$ cat src/logic/psr_pkg.sv
package psr_pkg;

	// ----------------------------------------
	// Timing
	// ----------------------------------------
	localparam longint CLK_HZ          = 125_000_000;
	localparam longint HOLD_WINDOW_S   = 8;
	localparam longint HOLD_WINDOW_CYC = HOLD_WINDOW_S * CLK_HZ;
	localparam longint STEP_TIME_US    = 100;
	localparam longint STEP_CYC        = (STEP_TIME_US * CLK_HZ + 999_999) / 1_000_000;
	localparam int     RES_N           = 6;

	// ----------------------------------------
	// Register map
	// ----------------------------------------
	localparam int         ADDR_W       = 8;
	localparam logic [7:0] OFS_CTRL     = 8'h00;
	localparam logic [7:0] OFS_OFFCFG   = 8'h04;
	localparam logic [7:0] OFS_STATUS   = 8'h08;
	localparam logic [7:0] OFS_NORMV    = 8'h0C;
	localparam logic [7:0] OFS_FORCEV   = 8'h10;
	localparam logic [7:0] OFS_RESEN    = 8'h14;

	localparam int CTRL_KEEP      = 0;
	localparam int CTRL_AUTO_MODE = 1;
	localparam int CTRL_AUTO_SET  = 2;
	localparam int OFF_HARD       = 0;
	localparam int OFF_COLD       = 1;
	localparam int ST_STATE       = 0;
	localparam int ST_PRST        = 3;
	localparam int ST_SEL         = 4;
	localparam int ST_CFG         = 6;
	localparam int ST_LVL         = 7;
	localparam int VOLTAGE_SELECT_FIELD_W         = 7;

	localparam logic [1:0] RESP_OKAY   = 2'h0;
	localparam logic [1:0] RESP_DECERR = 2'h3;

	// ----------------------------------------
	// Codes
	// ----------------------------------------
	localparam logic [1:0] SEL_0 = 2'h0;
	localparam logic [1:0] SEL_1 = 2'h1;
	localparam logic [1:0] SEL_2 = 2'h2;
	localparam logic [1:0] LVL_0 = 2'h0;
	localparam logic [1:0] LVL_1 = 2'h1;
	localparam logic [1:0] LVL_2 = 2'h2;

	localparam int PIN_ON    = 0;
	localparam int PIN_HOLD  = 1;
	localparam int PIN_BOOT_SELECT_FIRST = 2;
	localparam int PIN_BOOT_SELECT_SECOND = 3;
	localparam int PIN_XTAL  = 4;
	localparam int PIN_EXT   = 5;
	localparam int PIN_GATE  = 6;
	localparam int PIN_N     = 7;

	typedef enum {PSR_OFF, PSR_PUP, PSR_CLKW, PSR_ACT, PSR_PDN} psr_state_t;

	typedef struct packed {
		logic              awvalid;
		logic [ADDR_W-1:0] awaddr;
		logic              wvalid;
		logic [31:0]       wdata;
		logic [3:0]        wstrb;
		logic              bready;
		logic              arvalid;
		logic [ADDR_W-1:0] araddr;
		logic              rready;
	} psr_axi_req_t;

	typedef struct packed {
		logic        awready;
		logic        wready;
		logic        bvalid;
		logic [1:0]  bresp;
		logic        arready;
		logic        rvalid;
		logic [31:0] rdata;
		logic [1:0]  rresp;
	} psr_axi_rsp_t;

endpackage

$ cat src/logic/psr_sequencer.sv
// The AXI4-Lite register port and the register addresses were chosen for this implementation.
`timescale 1ns/100ps

module psr_sequencer #(
	parameter int unsigned HOLD_CYCLES = 32'(psr_pkg::HOLD_WINDOW_CYC),
	parameter int unsigned STEP_CYCLES = 32'(psr_pkg::STEP_CYC),
	parameter int unsigned RES_N       = psr_pkg::RES_N
) (
	input  wire logic                           MCLK,
	input  wire logic                           RESET,
	input  wire psr_pkg::psr_axi_req_t          AXI_REQ,
	output psr_pkg::psr_axi_rsp_t               AXI_RSP,
	input  wire logic                           ON_REQUEST,
	input  wire logic                           HOST_HOLD_PIN,
	input  wire logic                           BOOT_SELECT_FIRST,
	input  wire logic                           BOOT_SELECT_SECOND,
	input  wire logic                           XTAL_STABLE,
	input  wire logic                           EXT_CLK_STABLE,
	input  wire logic                           ON_GATE,
	input  wire logic                           OTP_XTAL_ENABLE,
	input  wire logic                           OTP_OSC_BYPASS,
	input  wire logic                           OTP_GATE_BYPASS,
	input  wire logic                           OTP_AUTO_MODE,
	input  wire logic                           OTP_AUTO_SET,
	input  wire logic [psr_pkg::VOLTAGE_SELECT_FIELD_W-1:0]     OTP_VOLTAGE_SELECT_FIELD_SET0,
	input  wire logic [psr_pkg::VOLTAGE_SELECT_FIELD_W-1:0]     OTP_VOLTAGE_SELECT_FIELD_SET1,
	output logic                                PROC_RESET_N,
	output logic [RES_N-1:0]                    RESOURCE_EN,
	output logic [1:0]                          SEQ_SELECT,
	output logic                                CONFIG_SET,
	output logic [psr_pkg::VOLTAGE_SELECT_FIELD_W-1:0]          NORMAL_VOLTAGE_SELECT_FIELD,
	output logic [psr_pkg::VOLTAGE_SELECT_FIELD_W-1:0]          FORCED_VOLTAGE_SELECT_FIELD
);

	localparam int STP_W  = (RES_N > 1) ? $clog2(RES_N) : 1;
	localparam int STEP_W = $clog2(STEP_CYCLES + 1);
	localparam int HOLD_W = $clog2(HOLD_CYCLES + 64'd1);

	// ----------------------------------------
	// Declarations
	// ----------------------------------------
	logic [psr_pkg::PIN_N-1:0] pin_s1, pin_s2, pin_s3, pin_f, pins;
	psr_pkg::psr_state_t       st;
	logic [STP_W-1:0]          step, last;
	logic [STEP_W-1:0]         step_tmr;
	logic [HOLD_W-1:0]         hold_cnt;
	logic                      step_tick, hold_done, keep, keep_prev, off_req;
	logic                      clk_ok, start, pdn_end, restart_pend, voltage_select_field_pend;
	logic                      keep_bit, auto_mode, auto_set, off_hard, off_cold;
	logic [1:0]                last_level;
	logic                      aw_full, w_full, r_busy, next_aw_full, next_w_full;
	logic                      next_r_busy, wr_fire, wr_en;
	logic [psr_pkg::ADDR_W-1:0] aw_addr;
	logic [31:0]               w_data;
	logic [3:0]                w_strb;
	logic                      awready, wready, bvalid, arready, rvalid;
	logic [1:0]                bresp, rresp;
	logic [31:0]               rdata, rd_val;

	assign AXI_RSP = '{awready: awready, wready: wready, bvalid: bvalid, bresp: bresp,
		arready: arready, rvalid: rvalid, rdata: rdata, rresp: rresp};

	// ----------------------------------------
	// Functions
	// ----------------------------------------
	function automatic logic addr_ok(input logic [psr_pkg::ADDR_W-1:0] a);
		addr_ok = (a == psr_pkg::OFS_CTRL) || (a == psr_pkg::OFS_OFFCFG) ||
			(a == psr_pkg::OFS_STATUS) || (a == psr_pkg::OFS_NORMV) ||
			(a == psr_pkg::OFS_FORCEV) || (a == psr_pkg::OFS_RESEN);
	endfunction

	function automatic logic [STP_W-1:0] seq_last(input logic [1:0] sel, input logic b1);
		case (sel)
			psr_pkg::SEL_0: seq_last = STP_W'(RES_N - 1);
			psr_pkg::SEL_1: seq_last = STP_W'(RES_N - 2);
			default:        seq_last = b1 ? STP_W'(RES_N - 1) : STP_W'(RES_N - 2);
		endcase
	endfunction

	// ----------------------------------------
	// Pin synchronisers
	// ----------------------------------------
	assign pins = {ON_GATE, EXT_CLK_STABLE, XTAL_STABLE, BOOT_SELECT_SECOND,
		BOOT_SELECT_FIRST, HOST_HOLD_PIN, ON_REQUEST};

	always_ff @(posedge MCLK)
	begin
		if (RESET)
		begin
			pin_s1 <= '0;
			pin_s2 <= '0;
			pin_s3 <= '0;
			pin_f  <= '0;
		end
		else
		begin
			pin_s1 <= pins;
			pin_s2 <= pin_s1;
			pin_s3 <= pin_s2;
			pin_f  <= (pin_s2 & pin_s3) | (pin_f & (pin_s2 ^ pin_s3));
		end
	end

	// ----------------------------------------
	// Boot selection
	// ----------------------------------------
	always_ff @(posedge MCLK)
	begin
		if (RESET)
		begin
			CONFIG_SET <= 1'b0;
			SEQ_SELECT <= psr_pkg::SEL_0;
		end
		else
		begin
			CONFIG_SET <= pin_f[psr_pkg::PIN_BOOT_SELECT_FIRST];
			if (pin_f[psr_pkg::PIN_BOOT_SELECT_FIRST])
				SEQ_SELECT <= psr_pkg::SEL_2;
			else if (pin_f[psr_pkg::PIN_BOOT_SELECT_SECOND])
				SEQ_SELECT <= psr_pkg::SEL_1;
			else
				SEQ_SELECT <= psr_pkg::SEL_0;
		end
	end

	// ----------------------------------------
	// Sequencer
	// ----------------------------------------
	assign last      = seq_last(SEQ_SELECT, pin_f[psr_pkg::PIN_BOOT_SELECT_SECOND]);
	assign step_tick = (step_tmr == STEP_W'(STEP_CYCLES - 1));
	assign hold_done = (hold_cnt == HOLD_W'(HOLD_CYCLES));
	assign keep      = pin_f[psr_pkg::PIN_HOLD] | keep_bit;
	assign off_req   = (keep_prev && !keep) || (hold_done && !keep);
	assign clk_ok    = OTP_GATE_BYPASS ||
		(OTP_OSC_BYPASS ? pin_f[psr_pkg::PIN_EXT] :
		(!OTP_XTAL_ENABLE || pin_f[psr_pkg::PIN_XTAL]));
	assign start     = (st == psr_pkg::PSR_OFF) && !pin_f[psr_pkg::PIN_GATE] &&
		(pin_f[psr_pkg::PIN_ON] || restart_pend);
	assign pdn_end   = (st == psr_pkg::PSR_PDN) && step_tick && (step == '0);

	always_ff @(posedge MCLK)
	begin
		if (RESET)
			st <= psr_pkg::PSR_OFF;
		else
			case (st)
				psr_pkg::PSR_OFF:  if (start) st <= psr_pkg::PSR_PUP;
				psr_pkg::PSR_PUP:  if (step_tick && step >= last) st <= psr_pkg::PSR_CLKW;
				psr_pkg::PSR_CLKW: if (clk_ok) st <= psr_pkg::PSR_ACT;
				psr_pkg::PSR_ACT:  if (off_req) st <= psr_pkg::PSR_PDN;
				psr_pkg::PSR_PDN:  if (pdn_end) st <= psr_pkg::PSR_OFF;
				default:           st <= psr_pkg::PSR_OFF;
			endcase
	end

	always_ff @(posedge MCLK)
	begin
		if (RESET || start || st == psr_pkg::PSR_CLKW || st == psr_pkg::PSR_ACT)
			step_tmr <= '0;
		else if (step_tick)
			step_tmr <= '0;
		else if (st != psr_pkg::PSR_OFF)
			step_tmr <= step_tmr + STEP_W'(1);
	end

	always_ff @(posedge MCLK)
	begin
		if (RESET || start)
			step <= '0;
		else if (st == psr_pkg::PSR_PUP && step_tick && step < last)
			step <= step + STP_W'(1);
		else if (st == psr_pkg::PSR_PDN && step_tick && step != '0)
			step <= step - STP_W'(1);
	end

	always_ff @(posedge MCLK)
	begin
		if (RESET || st != psr_pkg::PSR_ACT)
			hold_cnt <= '0;
		else if (!hold_done)
			hold_cnt <= hold_cnt + HOLD_W'(1);
	end

	always_ff @(posedge MCLK)
	begin
		if (RESET)
			keep_prev <= 1'b0;
		else
			keep_prev <= (st == psr_pkg::PSR_ACT) && keep;
	end

	always_ff @(posedge MCLK)
	begin
		if (RESET)
			PROC_RESET_N <= 1'b0;
		else if (st == psr_pkg::PSR_CLKW && clk_ok)
			PROC_RESET_N <= 1'b1;
		else if (st != psr_pkg::PSR_ACT || off_req)
			PROC_RESET_N <= 1'b0;
	end

	always_ff @(posedge MCLK)
	begin
		if (RESET)
			restart_pend <= 1'b0;
		else if (pdn_end)
			restart_pend <= off_cold;
		else if (start)
			restart_pend <= 1'b0;
	end

	// ----------------------------------------
	// Registers by reset domain
	// ----------------------------------------
	assign wr_en = wr_fire && w_strb[0];

	always_ff @(posedge MCLK)
	begin
		if (RESET || pdn_end)
			RESOURCE_EN <= '0;
		else if (st == psr_pkg::PSR_PUP && step_tick)
			RESOURCE_EN[step] <= 1'b1;
		else if (st == psr_pkg::PSR_PDN && step_tick)
			RESOURCE_EN[step] <= 1'b0;
		else if (wr_en && aw_addr == psr_pkg::OFS_RESEN &&
			(st == psr_pkg::PSR_ACT || st == psr_pkg::PSR_OFF))
			RESOURCE_EN <= w_data[RES_N-1:0];
	end

	always_ff @(posedge MCLK)
	begin
		if (RESET || pdn_end)
			keep_bit <= 1'b0;
		else if (st == psr_pkg::PSR_CLKW && clk_ok && auto_mode && auto_set)
			keep_bit <= 1'b1;
		else if (wr_en && aw_addr == psr_pkg::OFS_CTRL)
			keep_bit <= w_data[psr_pkg::CTRL_KEEP];
	end

	always_ff @(posedge MCLK)
	begin
		if (RESET || (pdn_end && off_hard))
		begin
			auto_mode <= OTP_AUTO_MODE;
			auto_set  <= OTP_AUTO_SET;
		end
		else if (wr_en && aw_addr == psr_pkg::OFS_CTRL)
		begin
			auto_mode <= w_data[psr_pkg::CTRL_AUTO_MODE];
			auto_set  <= w_data[psr_pkg::CTRL_AUTO_SET];
		end
	end

	always_ff @(posedge MCLK)
	begin
		if (RESET)
		begin
			off_hard <= 1'b0;
			off_cold <= 1'b0;
		end
		else if (wr_en && aw_addr == psr_pkg::OFS_OFFCFG)
		begin
			off_hard <= w_data[psr_pkg::OFF_HARD];
			off_cold <= w_data[psr_pkg::OFF_COLD];
		end
	end

	always_ff @(posedge MCLK)
	begin
		if (RESET)
			last_level <= psr_pkg::LVL_0;
		else if (pdn_end)
			last_level <= off_hard ? psr_pkg::LVL_1 : psr_pkg::LVL_2;
	end

	always_ff @(posedge MCLK)
	begin
		if (RESET || pdn_end)
			voltage_select_field_pend <= 1'b1;
		else if (start)
			voltage_select_field_pend <= 1'b0;
	end

	always_ff @(posedge MCLK)
	begin
		if (RESET)
		begin
			NORMAL_VOLTAGE_SELECT_FIELD <= '0;
			FORCED_VOLTAGE_SELECT_FIELD <= '0;
		end
		else if (start && voltage_select_field_pend)
		begin
			NORMAL_VOLTAGE_SELECT_FIELD <= pin_f[psr_pkg::PIN_BOOT_SELECT_FIRST] ? OTP_VOLTAGE_SELECT_FIELD_SET1 : OTP_VOLTAGE_SELECT_FIELD_SET0;
			FORCED_VOLTAGE_SELECT_FIELD <= pin_f[psr_pkg::PIN_BOOT_SELECT_FIRST] ? OTP_VOLTAGE_SELECT_FIELD_SET1 : OTP_VOLTAGE_SELECT_FIELD_SET0;
		end
		else if (wr_en && aw_addr == psr_pkg::OFS_NORMV)
			NORMAL_VOLTAGE_SELECT_FIELD <= w_data[psr_pkg::VOLTAGE_SELECT_FIELD_W-1:0];
		else if (wr_en && aw_addr == psr_pkg::OFS_FORCEV)
			FORCED_VOLTAGE_SELECT_FIELD <= w_data[psr_pkg::VOLTAGE_SELECT_FIELD_W-1:0];
	end

	// ----------------------------------------
	// AXI4-Lite slave
	// ----------------------------------------
	assign next_aw_full = (aw_full || (AXI_REQ.awvalid && awready)) && !(bvalid && AXI_REQ.bready);
	assign next_w_full  = (w_full || (AXI_REQ.wvalid && wready)) && !(bvalid && AXI_REQ.bready);
	assign next_r_busy  = (r_busy || (AXI_REQ.arvalid && arready)) && !(rvalid && AXI_REQ.rready);
	assign wr_fire      = aw_full && w_full && !bvalid && addr_ok(aw_addr);

	always_comb
	begin
		rd_val = '0;
		case (AXI_REQ.araddr)
			psr_pkg::OFS_CTRL:
			begin
				rd_val[psr_pkg::CTRL_KEEP]      = keep_bit;
				rd_val[psr_pkg::CTRL_AUTO_MODE] = auto_mode;
				rd_val[psr_pkg::CTRL_AUTO_SET]  = auto_set;
			end
			psr_pkg::OFS_OFFCFG:
			begin
				rd_val[psr_pkg::OFF_HARD] = off_hard;
				rd_val[psr_pkg::OFF_COLD] = off_cold;
			end
			psr_pkg::OFS_STATUS:
			begin
				rd_val[psr_pkg::ST_STATE +: 3] = 3'(st);
				rd_val[psr_pkg::ST_PRST]       = PROC_RESET_N;
				rd_val[psr_pkg::ST_SEL +: 2]   = SEQ_SELECT;
				rd_val[psr_pkg::ST_CFG]        = CONFIG_SET;
				rd_val[psr_pkg::ST_LVL +: 2]   = last_level;
			end
			psr_pkg::OFS_NORMV:  rd_val[psr_pkg::VOLTAGE_SELECT_FIELD_W-1:0] = NORMAL_VOLTAGE_SELECT_FIELD;
			psr_pkg::OFS_FORCEV: rd_val[psr_pkg::VOLTAGE_SELECT_FIELD_W-1:0] = FORCED_VOLTAGE_SELECT_FIELD;
			psr_pkg::OFS_RESEN:  rd_val[RES_N-1:0] = RESOURCE_EN;
			default:             rd_val = '0;
		endcase
	end

	always_ff @(posedge MCLK)
	begin
		if (RESET)
		begin
			aw_full <= 1'b0;
			w_full  <= 1'b0;
			awready <= 1'b0;
			wready  <= 1'b0;
			bvalid  <= 1'b0;
			bresp   <= psr_pkg::RESP_OKAY;
			aw_addr <= '0;
			w_data  <= '0;
			w_strb  <= '0;
		end
		else
		begin
			aw_full <= next_aw_full;
			w_full  <= next_w_full;
			awready <= !next_aw_full;
			wready  <= !next_w_full;
			if (AXI_REQ.awvalid && awready)
				aw_addr <= AXI_REQ.awaddr;
			if (AXI_REQ.wvalid && wready)
			begin
				w_data <= AXI_REQ.wdata;
				w_strb <= AXI_REQ.wstrb;
			end
			if (aw_full && w_full && !bvalid)
			begin
				bvalid <= 1'b1;
				bresp  <= addr_ok(aw_addr) ? psr_pkg::RESP_OKAY : psr_pkg::RESP_DECERR;
			end
			else if (AXI_REQ.bready)
				bvalid <= 1'b0;
		end
	end

	always_ff @(posedge MCLK)
	begin
		if (RESET)
		begin
			r_busy  <= 1'b0;
			arready <= 1'b0;
			rvalid  <= 1'b0;
			rdata   <= '0;
			rresp   <= psr_pkg::RESP_OKAY;
		end
		else
		begin
			r_busy  <= next_r_busy;
			arready <= !next_r_busy;
			if (AXI_REQ.arvalid && arready)
			begin
				rvalid <= 1'b1;
				rdata  <= rd_val;
				rresp  <= addr_ok(AXI_REQ.araddr) ? psr_pkg::RESP_OKAY : psr_pkg::RESP_DECERR;
			end
			else if (AXI_REQ.rready)
				rvalid <= 1'b0;
		end
	end
endmodule // psr_sequencer

$ cat config.mk
export PLATFORM = sky130hd
export DESIGN_NAME = psr_sequencer
export DESIGN_NICKNAME = d
export VERILOG_FILES = /design/src/logic/psr_pkg.sv /design/src/logic/psr_sequencer.sv
export SDC_FILE = /design/constraint.sdc
export NUM_CORES = 1
export LEC_CHECK = 0
export ABC_AREA = 1
export BUFFER_PORTS_ARGS = -buffer_cell sky130_fd_sc_hd__buf_2
export CAP_MARGIN = 20
export CORE_ASPECT_RATIO = 1.25
export CORE_MARGIN = 1.5
export CORE_UTILIZATION = 43
export CTS_BUF_LIST = sky130_fd_sc_hd__clkbuf_4 sky130_fd_sc_hd__clkbuf_8 sky130_fd_sc_hd__clkbuf_16
export DETAILED_ROUTE_END_ITERATION = 16
export PLACE_DENSITY = 0.7
export SYNTH_ARGS = -nofsm -noshare
export SYNTH_HDL_FRONTEND = slang
export SYNTH_SLANG_ARGS = --single-unit
$ cat constraint.sdc
create_clock -name MCLK -period 2.6 [get_ports MCLK]
set_input_delay 0.13 -clock MCLK [delete_from_list [all_inputs] [get_ports MCLK]]
set_output_delay 0.13 -clock MCLK [all_outputs]
set_load 0.01 [all_outputs]
==> results of run 1 <==
critical path, cell delays in order (launching register included):
cell	delay [ns]
dfxtp_1	0.35
o21ai_0	0.42
ha_1	0.23
nand2_1	0.05
nand2_1	0.11
nand2_1	0.08
fa_1	0.38
inv_1	0.07
nand4_1	0.12
a21oi_1	0.16
nor2_1	0.06
sequential cells by signal, summed over array words and instances, names as in the netlist, 3 cells and up:
signal and cells:
FORCED_VOLTAGE_SELECT_FIELD 7, hold_cnt 30, st 3, RESOURCE_EN 6, NORMAL_VOLTAGE_SELECT_FIELD 7, w_data 7, step_tmr 14, pin_f 7
rdata 9, aw_addr 8, step 3, pin_s1 7, pin_s2 7, pin_s3 7
final timing paths:
check                           slack (ns)         to          start
worst max-delay path                  0.47    step[2]  SEQ_SELECT[1]
worst min-delay path               -0.0005  w_data[4]    AXI_REQ[19]
worst min register to register        0.40  pin_s2[2]      pin_s1[2]
worst max register to register        0.47    step[2]  SEQ_SELECT[1]
Yosys cell counts, types with 4 or more instances:
master / count / share of area, %
a21oi_1: 71 / 4.9
buf_4: 31 / 3.2
clkbuf_1: 12 / 0.62
dfxtp_1: 144 / 40
ha_1: 11 / 1.9
inv_1: 136 / 7.0
inv_2: 10 / 0.52
nand2_1: 221 / 11
nand3_1: 52 / 3.6
nand4_1: 14 / 1.2
nor2_1: 181 / 9.4
nor2_2: 11 / 0.95
nor3_1: 21 / 1.5
nor3b_1: 6 / 0.62
o21ai_0: 70 / 4.8
o21ai_1: 5 / 0.35
o31ai_1: 4 / 0.41
or2_2: 6 / 0.52
kinds of logic (layout without fill, tap and decap cells):
| kind of cell | after synthesis | after routing | share of synthesized area (%) |
|---|---|---|---|
| other | 1 | 23 | 0.0517 |
| adder cells (fa/ha/maj) | 12 | 12 | 2.18 |
| buffers and inverters | 195 | 306 | 11.9 |
| AND/OR/NAND/NOR | 538 | 538 | 32.4 |
| XOR/XNOR | 3 | 3 | 0.363 |
| flip-flops | 146 | 146 | 40.6 |
| AO/OA/AOI/OAI | 164 | 164 | 12.5 |
routing by layer:
metal	global-route usage, %	wire length, um	part of all wire [%]
met1	24.6	7690	42
met2	38.4	9180	50
met3	3.95	832	4.6
met4	9.58	534	2.9
met5	0	0	0
through the flow:
step	hold WS [ns]	std cells	util, %	instance area (sq um)
after floorplan	0.237	1081	-	7330
after global placement	0.333	1355	48.0	7840
after detailed placement	0.338	1355	48.0	7840
after CTS	0.00376	1408	53.1	8680
after global routing	0.0219	1408	53.1	8680
final	-0.000547	1408	53.1	8680
cell type report:
| cell class | instances | area share, % |
|---|---|---|
| well taps | 216 | 3.11 |
| repair buffers | 126 | 8.68 |
| clock buffers | 18 | 5.06 |
| inverters | 148 | 6.43 |
| flip-flops and latches | 146 | 33.9 |
| clock inverters | 14 | 2.18 |
| multi-input cells | 740 | 40.6 |
power breakdown:
| part | total (mW) | switching [mW] | leakage [nW] | internal [mW] |
|---|---|---|---|---|
| clock | 2.60 | 1.11 | 0.306 | 1.50 |
| combinational | 0.791 | 0.502 | 2.42 | 0.289 |
| sequential | 2.42 | 0.0892 | 1.19 | 2.33 |
==> run metrics, run 1 <==
asr flop ratio synth=0%; #FFs+latches synth=146; post-synth cell types=47; Hold Crit Class=input pin to register; clock latency on the worst-skew pair=0.43 ns; total global routing overflow=0; critical path capture point type=register; Final period util=82.1%; setup ws final=0.466 ns; Register Area=0.00294 sq mm; drt wl/cell=12.9 um; minimum clock period=2.13 ns; Final setup violation count=0; max-cap viol count=0; slew of the pin with the lowest slew margin=0.608 ns; first-pass GRT wire length=30500 um; vias in the first global route=6578; critical path class=register to register; IO Count=150; max-slew violations=0; Via-to-Cell Ratio=4.93; share of layout cells above drive strength 1=15.5%; nature of the critical path startpoint=register; area occupied by multi-input gates=0.00353 sq mm; post-synthesis average cell area=6.84 sq um; Pwr Total=5.81 mW; EDFF count, synth=2; H-tree levels=4; initial antenna violation count=0; Pre-antenna DRT Iters=5; post_cts resized=0; postcts setup bufs=0; CTS Sinks=146; Synth Instances=1059; FILL cells=1624; core box area=0.0163 sq mm; Worst Path Required=2.92 ns; die width=119 um; skew final=0.0101 ns; FF-to-FF path depth=10; Hold Path Cell Cnt=3; fmax=0.469 GHz; row count=52; Max-Slew Margin vs Limit=59.3%; final hold vios=1; Arr. time, crit path=2.46 ns; Port Buffers=98; maximum VDD drop=0.658 mV; Num CTS Buffers=17; Root Driver=clkbuf_16; worst-path fanout max=5; Area growth, synth to finish=19.8%; largest net degree at the start of global routing=49; DIE AREA=0.0176 sq mm; ANT nets after route=0; Synth Warn #=0; mapped cell area=0.00725 sq mm; CTS tree=built; Hold WS=-0.000547 ns; vias=6938; pre-CTS setup slack=0.529 ns; DP HPWL=13400 um; # hold bufs at CTS=21; Setup TNS=0 ns; Initial Utilization=44.4%; failing checks=hold timing; Chip Height=148 um; RSZ-0062 raised after global routing=no; Most used DFF post-synth=dfxtp_1; GPL Wtd Cong=0.885; nets=1276; commonest non-fill, non-tap cells in the layout=nand2_1, nor2_1, dfxtp_1; 1st-iter DRT viols=355; DR DRC count=0; clk slew on worst S/H paths=0.07 ns; status=finished, violations left; sequential area share after synthesis=40.6%; Tot GR Track Use=21.4%; commonest non-fill, non-tap cell in the layout=nand2_1; Ant. Diodes=0; total routed wirelength=18200 um; power per cell area=670 mW/mm^2; CTS Buffer Depth=2; LEAKAGE=3.92 nW
Note: power is estimated with default switching activity, not from simulation.
==> run 2: changes to the inputs <==
==> constraint.sdc (replaced) <==
create_clock -name MCLK -period 2.15 [get_ports MCLK]
set_input_delay 0.1075 -clock MCLK [delete_from_list [all_inputs] [get_ports MCLK]]
set_output_delay 0.1075 -clock MCLK [all_outputs]
set_load 0.01 [all_outputs]
==> run 2 against run 1 <==
Against the previous run:
- clock power up 7%
- hold slack improved by 0.035 ns
- sequential power increased by 21%
- highest routed layer unchanged
- the flow now finishes without violations
- final cell count grew 0.64%
==> run metrics, run 2 (same netlist as run 1, synthesis figures left out) <==
status=completed; DIE AREA=0.0176 sq mm (unchanged); nature of the critical path startpoint=register; met1 wire length=7580 um (-1.4%); FILL cells=1577 (-2.9%); Final setup violation count=0 (unchanged); vias=6973 (+0.50%); placed cell areas=0.00787 sq mm (+0.38%); Via-to-Cell Ratio=4.92 (-0.13%); Initial Utilization=44.4% (unchanged); GPL Wtd Cong=0.913 (+3.2%); nets=1285 (+0.71%); final hold vios=0 (-1); R2R Path Start=st[2]; top sig layer=met4; die width=119 um (unchanged); RSZ-0062 raised after global routing=no; power per cell area=769 mW/mm^2 (+15%); initial antenna violation count=0 (unchanged); fin area=0.00872 sq mm (+0.43%); H-tree levels=4 (unchanged); commonest non-fill, non-tap cells in the layout=nand2_1, nor2_1, dfxtp_1; CTS Sinks=146 (unchanged); FF-to-FF path depth=10 (unchanged); Worst Path Required=2.51 ns (-0.41 ns); LEAKAGE=3.93 nW (+0.24%); slew of the pin with the lowest slew margin=0.572 ns (-0.0364 ns); 1st-iter DRT viols=407 (+15%); biggest regs=hold_cnt: 30 flops, step_tmr: 14 flops, rdata: 9 flops; Port Buffers=98 (unchanged); Arr. time, crit path=2.30 ns (-0.16 ns); drt wl/cell=12.7 um (-1.9%); minimum clock period=1.93 ns (-0.199 ns); routed wl met3=826 um (-0.72%); Hold Path Cell Cnt=3 (unchanged); largest register by flop count=hold_cnt; max-slew violations=0 (unchanged); CTS Buffer Depth=2 (unchanged); commonest non-fill, non-tap cell in the layout=nand2_1; ANT nets after route=0 (unchanged); fin cells=1417 (+0.64%); Pre-antenna DRT Iters=4 (-1); skew final=0.0130 ns (+0.00287 ns); vias in the first global route=6486 (-1.4%); Chip Height=148 um (unchanged); reg2reg end=FORCED_VOLTAGE_SELECT_FIELD[2]; worst-path fanout max=16 (+11); CTS tree=built; Setup TNS=0 ns (unchanged); Max-Slew Margin vs Limit=61.8% (+2.4 points); maximum VDD drop=0.571 mV (-13%); critical path class=register to register; Final period util=90.0% (+7.9 points); Largest register FFs=30 (unchanged); met2 wire length=9230 um (+0.61%); total global routing overflow=0 (unchanged); clk slew on worst S/H paths=0.06 ns (about the same); share of layout cells above drive strength 1=16.2% (+0.63 points); largest net degree at the start of global routing=49 (unchanged); Reg2Reg Setup Slack=0.22 ns (-0.25 ns); DP HPWL=13500 um (+0.52%); Root Driver=clkbuf_16; DR DRC count=0 (unchanged); Tot GR Track Use=21.1% (-0.29 points); Hold Crit Class=input pin to register; row count=52 (unchanged); clock latency on the worst-skew pair=0.43 ns (about the same); core box area=0.0163 sq mm (unchanged); IO Count=150 (unchanged); Area growth, synth to finish=20.3%; Num CTS Buffers=17 (unchanged); fmax=0.517 GHz (+10%); max-cap viol count=0 (unchanged); Ant. Diodes=0 (unchanged); Setup crit start=st[2]; critical path capture point type=register; first-pass GRT wire length=30100 um (-1.3%); total routed wirelength=18000 um (-1.3%); CP endpoint=FORCED_VOLTAGE_SELECT_FIELD[2]; placed instance count=1359 (+0.30%); postcts setup bufs=0 (unchanged)
-- run 2: where the power goes --
group          leakage (nW)  total, mW  switching, mW  internal (mW)
sequential             1.19       2.92          0.101           2.82
clock                 0.275       2.79           1.26           1.53
combinational          2.46      0.996          0.625          0.371
-- run 2: worst max-delay path, cell delays in order (launching register included) --
cell and delay [ns]:
dfxtp_1 0.49, nor2_4 0.09, nand2_4 0.12, inv_4 0.08, nand2_4 0.09, nor2_2 0.04
inv_2 0.29, nand2_1 0.25, inv_1 0.25, nor2_1 0.06, nor2_1 0.11
-- run 2: routing by layer --
metal	track usage [%]	vias up
met5	0	-
met4	7.83	0
met3	4.06	23
met2	38.2	182
met1	24.6	3181
li1	-	3587
-- run 2: layout make-up --
cell class	count	area (sq um)	share of cell area (%)
multi-input cells	740	3550	40.8
flip-flops and latches	146	2950	33.8
repair buffers	135	833	9.56
inverters	148	558	6.40
clock buffers	18	433	4.97
well taps	216	270	3.10
clock inverters	14	121	1.39
-- run 2: worst min-delay path by stage --
stage | from | to | slack, ns
CTS | AXI_REQ[16] | w_data[1] | 0.02
detailed placement | BOOT_SELECT_SECOND | pin_s1[3] | 0.32
global route | AXI_REQ[16] | w_data[1] | 0.05
floorplan | ON_REQUEST | pin_s1[0] | 0.21
finish | AXI_REQ[16] | w_data[1] | 0.03
global placement | BOOT_SELECT_FIRST | pin_s1[2] | 0.31
-- run 2: what timing repair did --
item                                    4_1_cts  5_1_grt
gates resized for setup                       0        8
endpoints found under the setup margin        0        4
hold buffers                                 26        0
hold endpoints to repair                     27        0
-- run 2: metrics by stage --
stage	util (%)	worst slack (ns)	total power [mW]	hold WS (ns)
5_1_grt	53.4	0.00749	7.02	0.0466
2_1_floorplan	-	0.124	3.69	0.214
3_5_place_dp	48.2	0.162	3.93	0.318
3_3_place_gp	48.2	0.165	3.91	0.310
6_report	53.4	0.216	6.71	0.0341
4_1_cts	53.2	0.138	6.75	0.0199
==> run 3: changes to the inputs <==
--- a/config.mk
+++ b/config.mk
@@ -10,10 +10,10 @@
 export CAP_MARGIN = 20
 export CORE_ASPECT_RATIO = 1.25
 export CORE_MARGIN = 1.5
-export CORE_UTILIZATION = 43
+export CORE_UTILIZATION = 55
 export CTS_BUF_LIST = sky130_fd_sc_hd__clkbuf_4 sky130_fd_sc_hd__clkbuf_8 sky130_fd_sc_hd__clkbuf_16
 export DETAILED_ROUTE_END_ITERATION = 16
-export PLACE_DENSITY = 0.7
+export PLACE_DENSITY = 0.85
 export SYNTH_ARGS = -nofsm -noshare
 export SYNTH_HDL_FRONTEND = slang
 export SYNTH_SLANG_ARGS = --single-unit
==> run 3 against run 2 <==
Against the previous run:
- flip-flop and latch count unchanged
- sequential power barely moved
- non-clock buffer count decreased by 2
- routed wire length increased by 1.2%
- critical path depth grew 2
- final cell count decreased by 3.6%
- sequential share of layout area rose by 0.38 points
- fmax down 2.5%
- register-to-register slack worse by 0.05 ns
- core utilization increased by 14 points
- hold slack got worse by 0.023 ns
- highest routed layer unchanged
==> run metrics, run 3 (same netlist as run 1, synthesis figures left out) <==
Arr. time, crit path=2.30 ns (about the same); Final setup violation count=0 (unchanged); commonest non-fill, non-tap cells in the layout=nand2_1, nor2_1, dfxtp_1; setup ws final=0.165 ns (-0.0505 ns); ANT nets after route=0 (unchanged); Tot GR Track Use=26.2% (+5.1 points); vias in the first global route=6586 (+1.5%); vias=7162 (+2.7%); total global routing overflow=0 (unchanged); WHS Endpoint=w_strb[0]; clock latency on the worst-skew pair=0.43 ns (about the same); Worst Path Required=2.47 ns (-0.04 ns); GR peak layer=met2; final hold vios=0 (unchanged); minimum clock period=1.98 ns (+0.0505 ns); Max-Slew Margin vs Limit=59.9% (-1.8 points); worst-path fanout max=5 (-11); H-tree levels=4 (unchanged); share of layout cells above drive strength 1=16.3% (+0.12 points); Hold WS=0.0107 ns (-0.0235 ns); skew final=0.0118 ns (-0.00122 ns); fmax=0.504 GHz (-2.5%); LEAKAGE=3.91 nW (-0.40%); R2R Path Start=SEQ_SELECT[1]; CTS Buffer Depth=2 (unchanged); die width=106 um (-11%); Setup TNS=0 ns (unchanged); maximum VDD drop=0.521 mV (-8.7%); drt wl/cell=13.3 um (+5.0%); Chip Height=131 um (-11%); Initial Utilization=56.7% (+12 points); 1st-iter DRT viols=374 (-8.1%); first-pass GRT wire length=29700 um (-1.3%); initial antenna violation count=0 (unchanged); final core utilization=67.5% (+14 points); CTS tree=built; Num CTS Buffers=17 (unchanged); Ant. Diodes=0 (unchanged); commonest non-fill, non-tap cell in the layout=nand2_1; Final period util=92.3% (+2.3 points); Hold Path Cell Cnt=3 (unchanged); row count=46 (-12%); biggest regs=hold_cnt: 30 flops, step_tmr: 14 flops, rdata: 9 flops; RSZ-0062 raised after global routing=no; power per cell area=786 mW/mm^2 (+2.2%); largest register by flop count=hold_cnt; fin cells=1366 (-3.6%); critical path class=register to register; nature of the critical path startpoint=register; GR Util met3=4.71% (+0.65 points); placed cell areas=0.00781 sq mm (-0.76%); reg2reg end=step[2]; DP HPWL=12900 um (-4.1%); hold_sp=AXI_REQ[11]; met2 Resource Use GR=46.8% (+8.6 points); Pre-antenna DRT Iters=5 (+1); Pwr Total=6.78 mW (+1.1%); DIE AREA=0.0139 sq mm (-21%); Area growth, synth to finish=19.0%; DR DRC count=0 (unchanged); Hold Crit Class=input pin to register; placed instance count=1311 (-3.5%); FF-to-FF path depth=12 (+2); max-slew violations=0 (unchanged); nets=1283 (-0.16%); Via-to-Cell Ratio=5.24 (+6.5%); Port Buffers=98 (unchanged); GR Util met1=29.8% (+5.3 points); core box area=0.0128 sq mm (-22%); clk slew on worst S/H paths=0.06 ns (about the same); slew of the pin with the lowest slew margin=0.600 ns (+0.0276 ns); pre-CTS setup slack=0.185 ns (+0.0227 ns); IO Count=150 (unchanged); total routed wirelength=18200 um (+1.2%); CTS Sinks=146 (unchanged); Largest register FFs=30 (unchanged); largest net degree at the start of global routing=49 (unchanged); GPL Wtd Cong=0.877 (-3.9%); fin area=0.00863 sq mm (-1.0%); status=completed; Reg2Reg Setup Slack=0.17 ns (-0.05 ns); critical path capture point type=register; Root Driver=clkbuf_16; max-cap viol count=0 (unchanged)
-- run 3: cell count changes in the layout (fill, tap and decap cells not counted), sizes merged --
| cell | delta |
|---|---|
| clkinvlp | +3 |
| inv | -3 |
| clkinv | -2 |
| dlygate4sd3 | -2 |
| bufinv | +1 |
-- run 3: layout make-up --
cell class	instances	area [sq um]
Clock buffer	18	433
Clock inverter	13	129
Fill cell	1042	4150
Inverter	148	558
Multi-Input combinational cell	740	3540
Sequential cell	146	2950
Tap cell	168	210
Timing Repair Buffer	133	813
-- run 3: how the worst max path moves through the flow --
stage / from / end / slack (ns) / depth (start not counted)
floorplan: step_tmr[0] / step[2] / 0.12 / 11
global route: SEQ_SELECT[1] / step[2] / 0.004 / 12
detailed placement: step_tmr[0] / step[2] / 0.18 / 11
CTS: SEQ_SELECT[1] / step[2] / 0.11 / 12
global placement: SEQ_SELECT[1] / step[2] / 0.23 / 11
finish: SEQ_SELECT[1] / step[2] / 0.17 / 12
-- run 3: what timing repair did --
item	4_1_cts	5_1_grt
hold endpoints to repair	24	0
setup endpoints to repair	0	5
buffers inserted	0	0
resized for setup	0	8
hold buffers	24	0
-- run 3: layer usage --
layer  wire length (um)  vias to the layer above  part of all wire, %
met3               1110                       54                  6.1
met1               7230                     3263                   40
li1                   -                     3575                    -
met5                  0                        -                    0
met4                621                        0                  3.4
met2               9250                      270                   51
-- run 3: critical path, cell delays in order, from the launching register on --
cell and delay (ns):
dfxtp_2 0.37, nand2_1 0.07, o21ai_1 0.10, buf_4 0.15, ha_1 0.13, nand2_1 0.05
nand2_1 0.14, nand2_1 0.10, fa_1 0.40, inv_1 0.07, nand4_1 0.11, a21oi_1 0.15
nor2_1 0.05
-- run 3: where the power goes --
part | internal (mW) | total [mW] | switching [mW] | leakage (nW)
clock | 1.62 | 2.83 | 1.22 | 0.265
combinational | 0.365 | 1.03 | 0.667 | 2.46
sequential | 2.82 | 2.92 | 0.0923 | 1.19
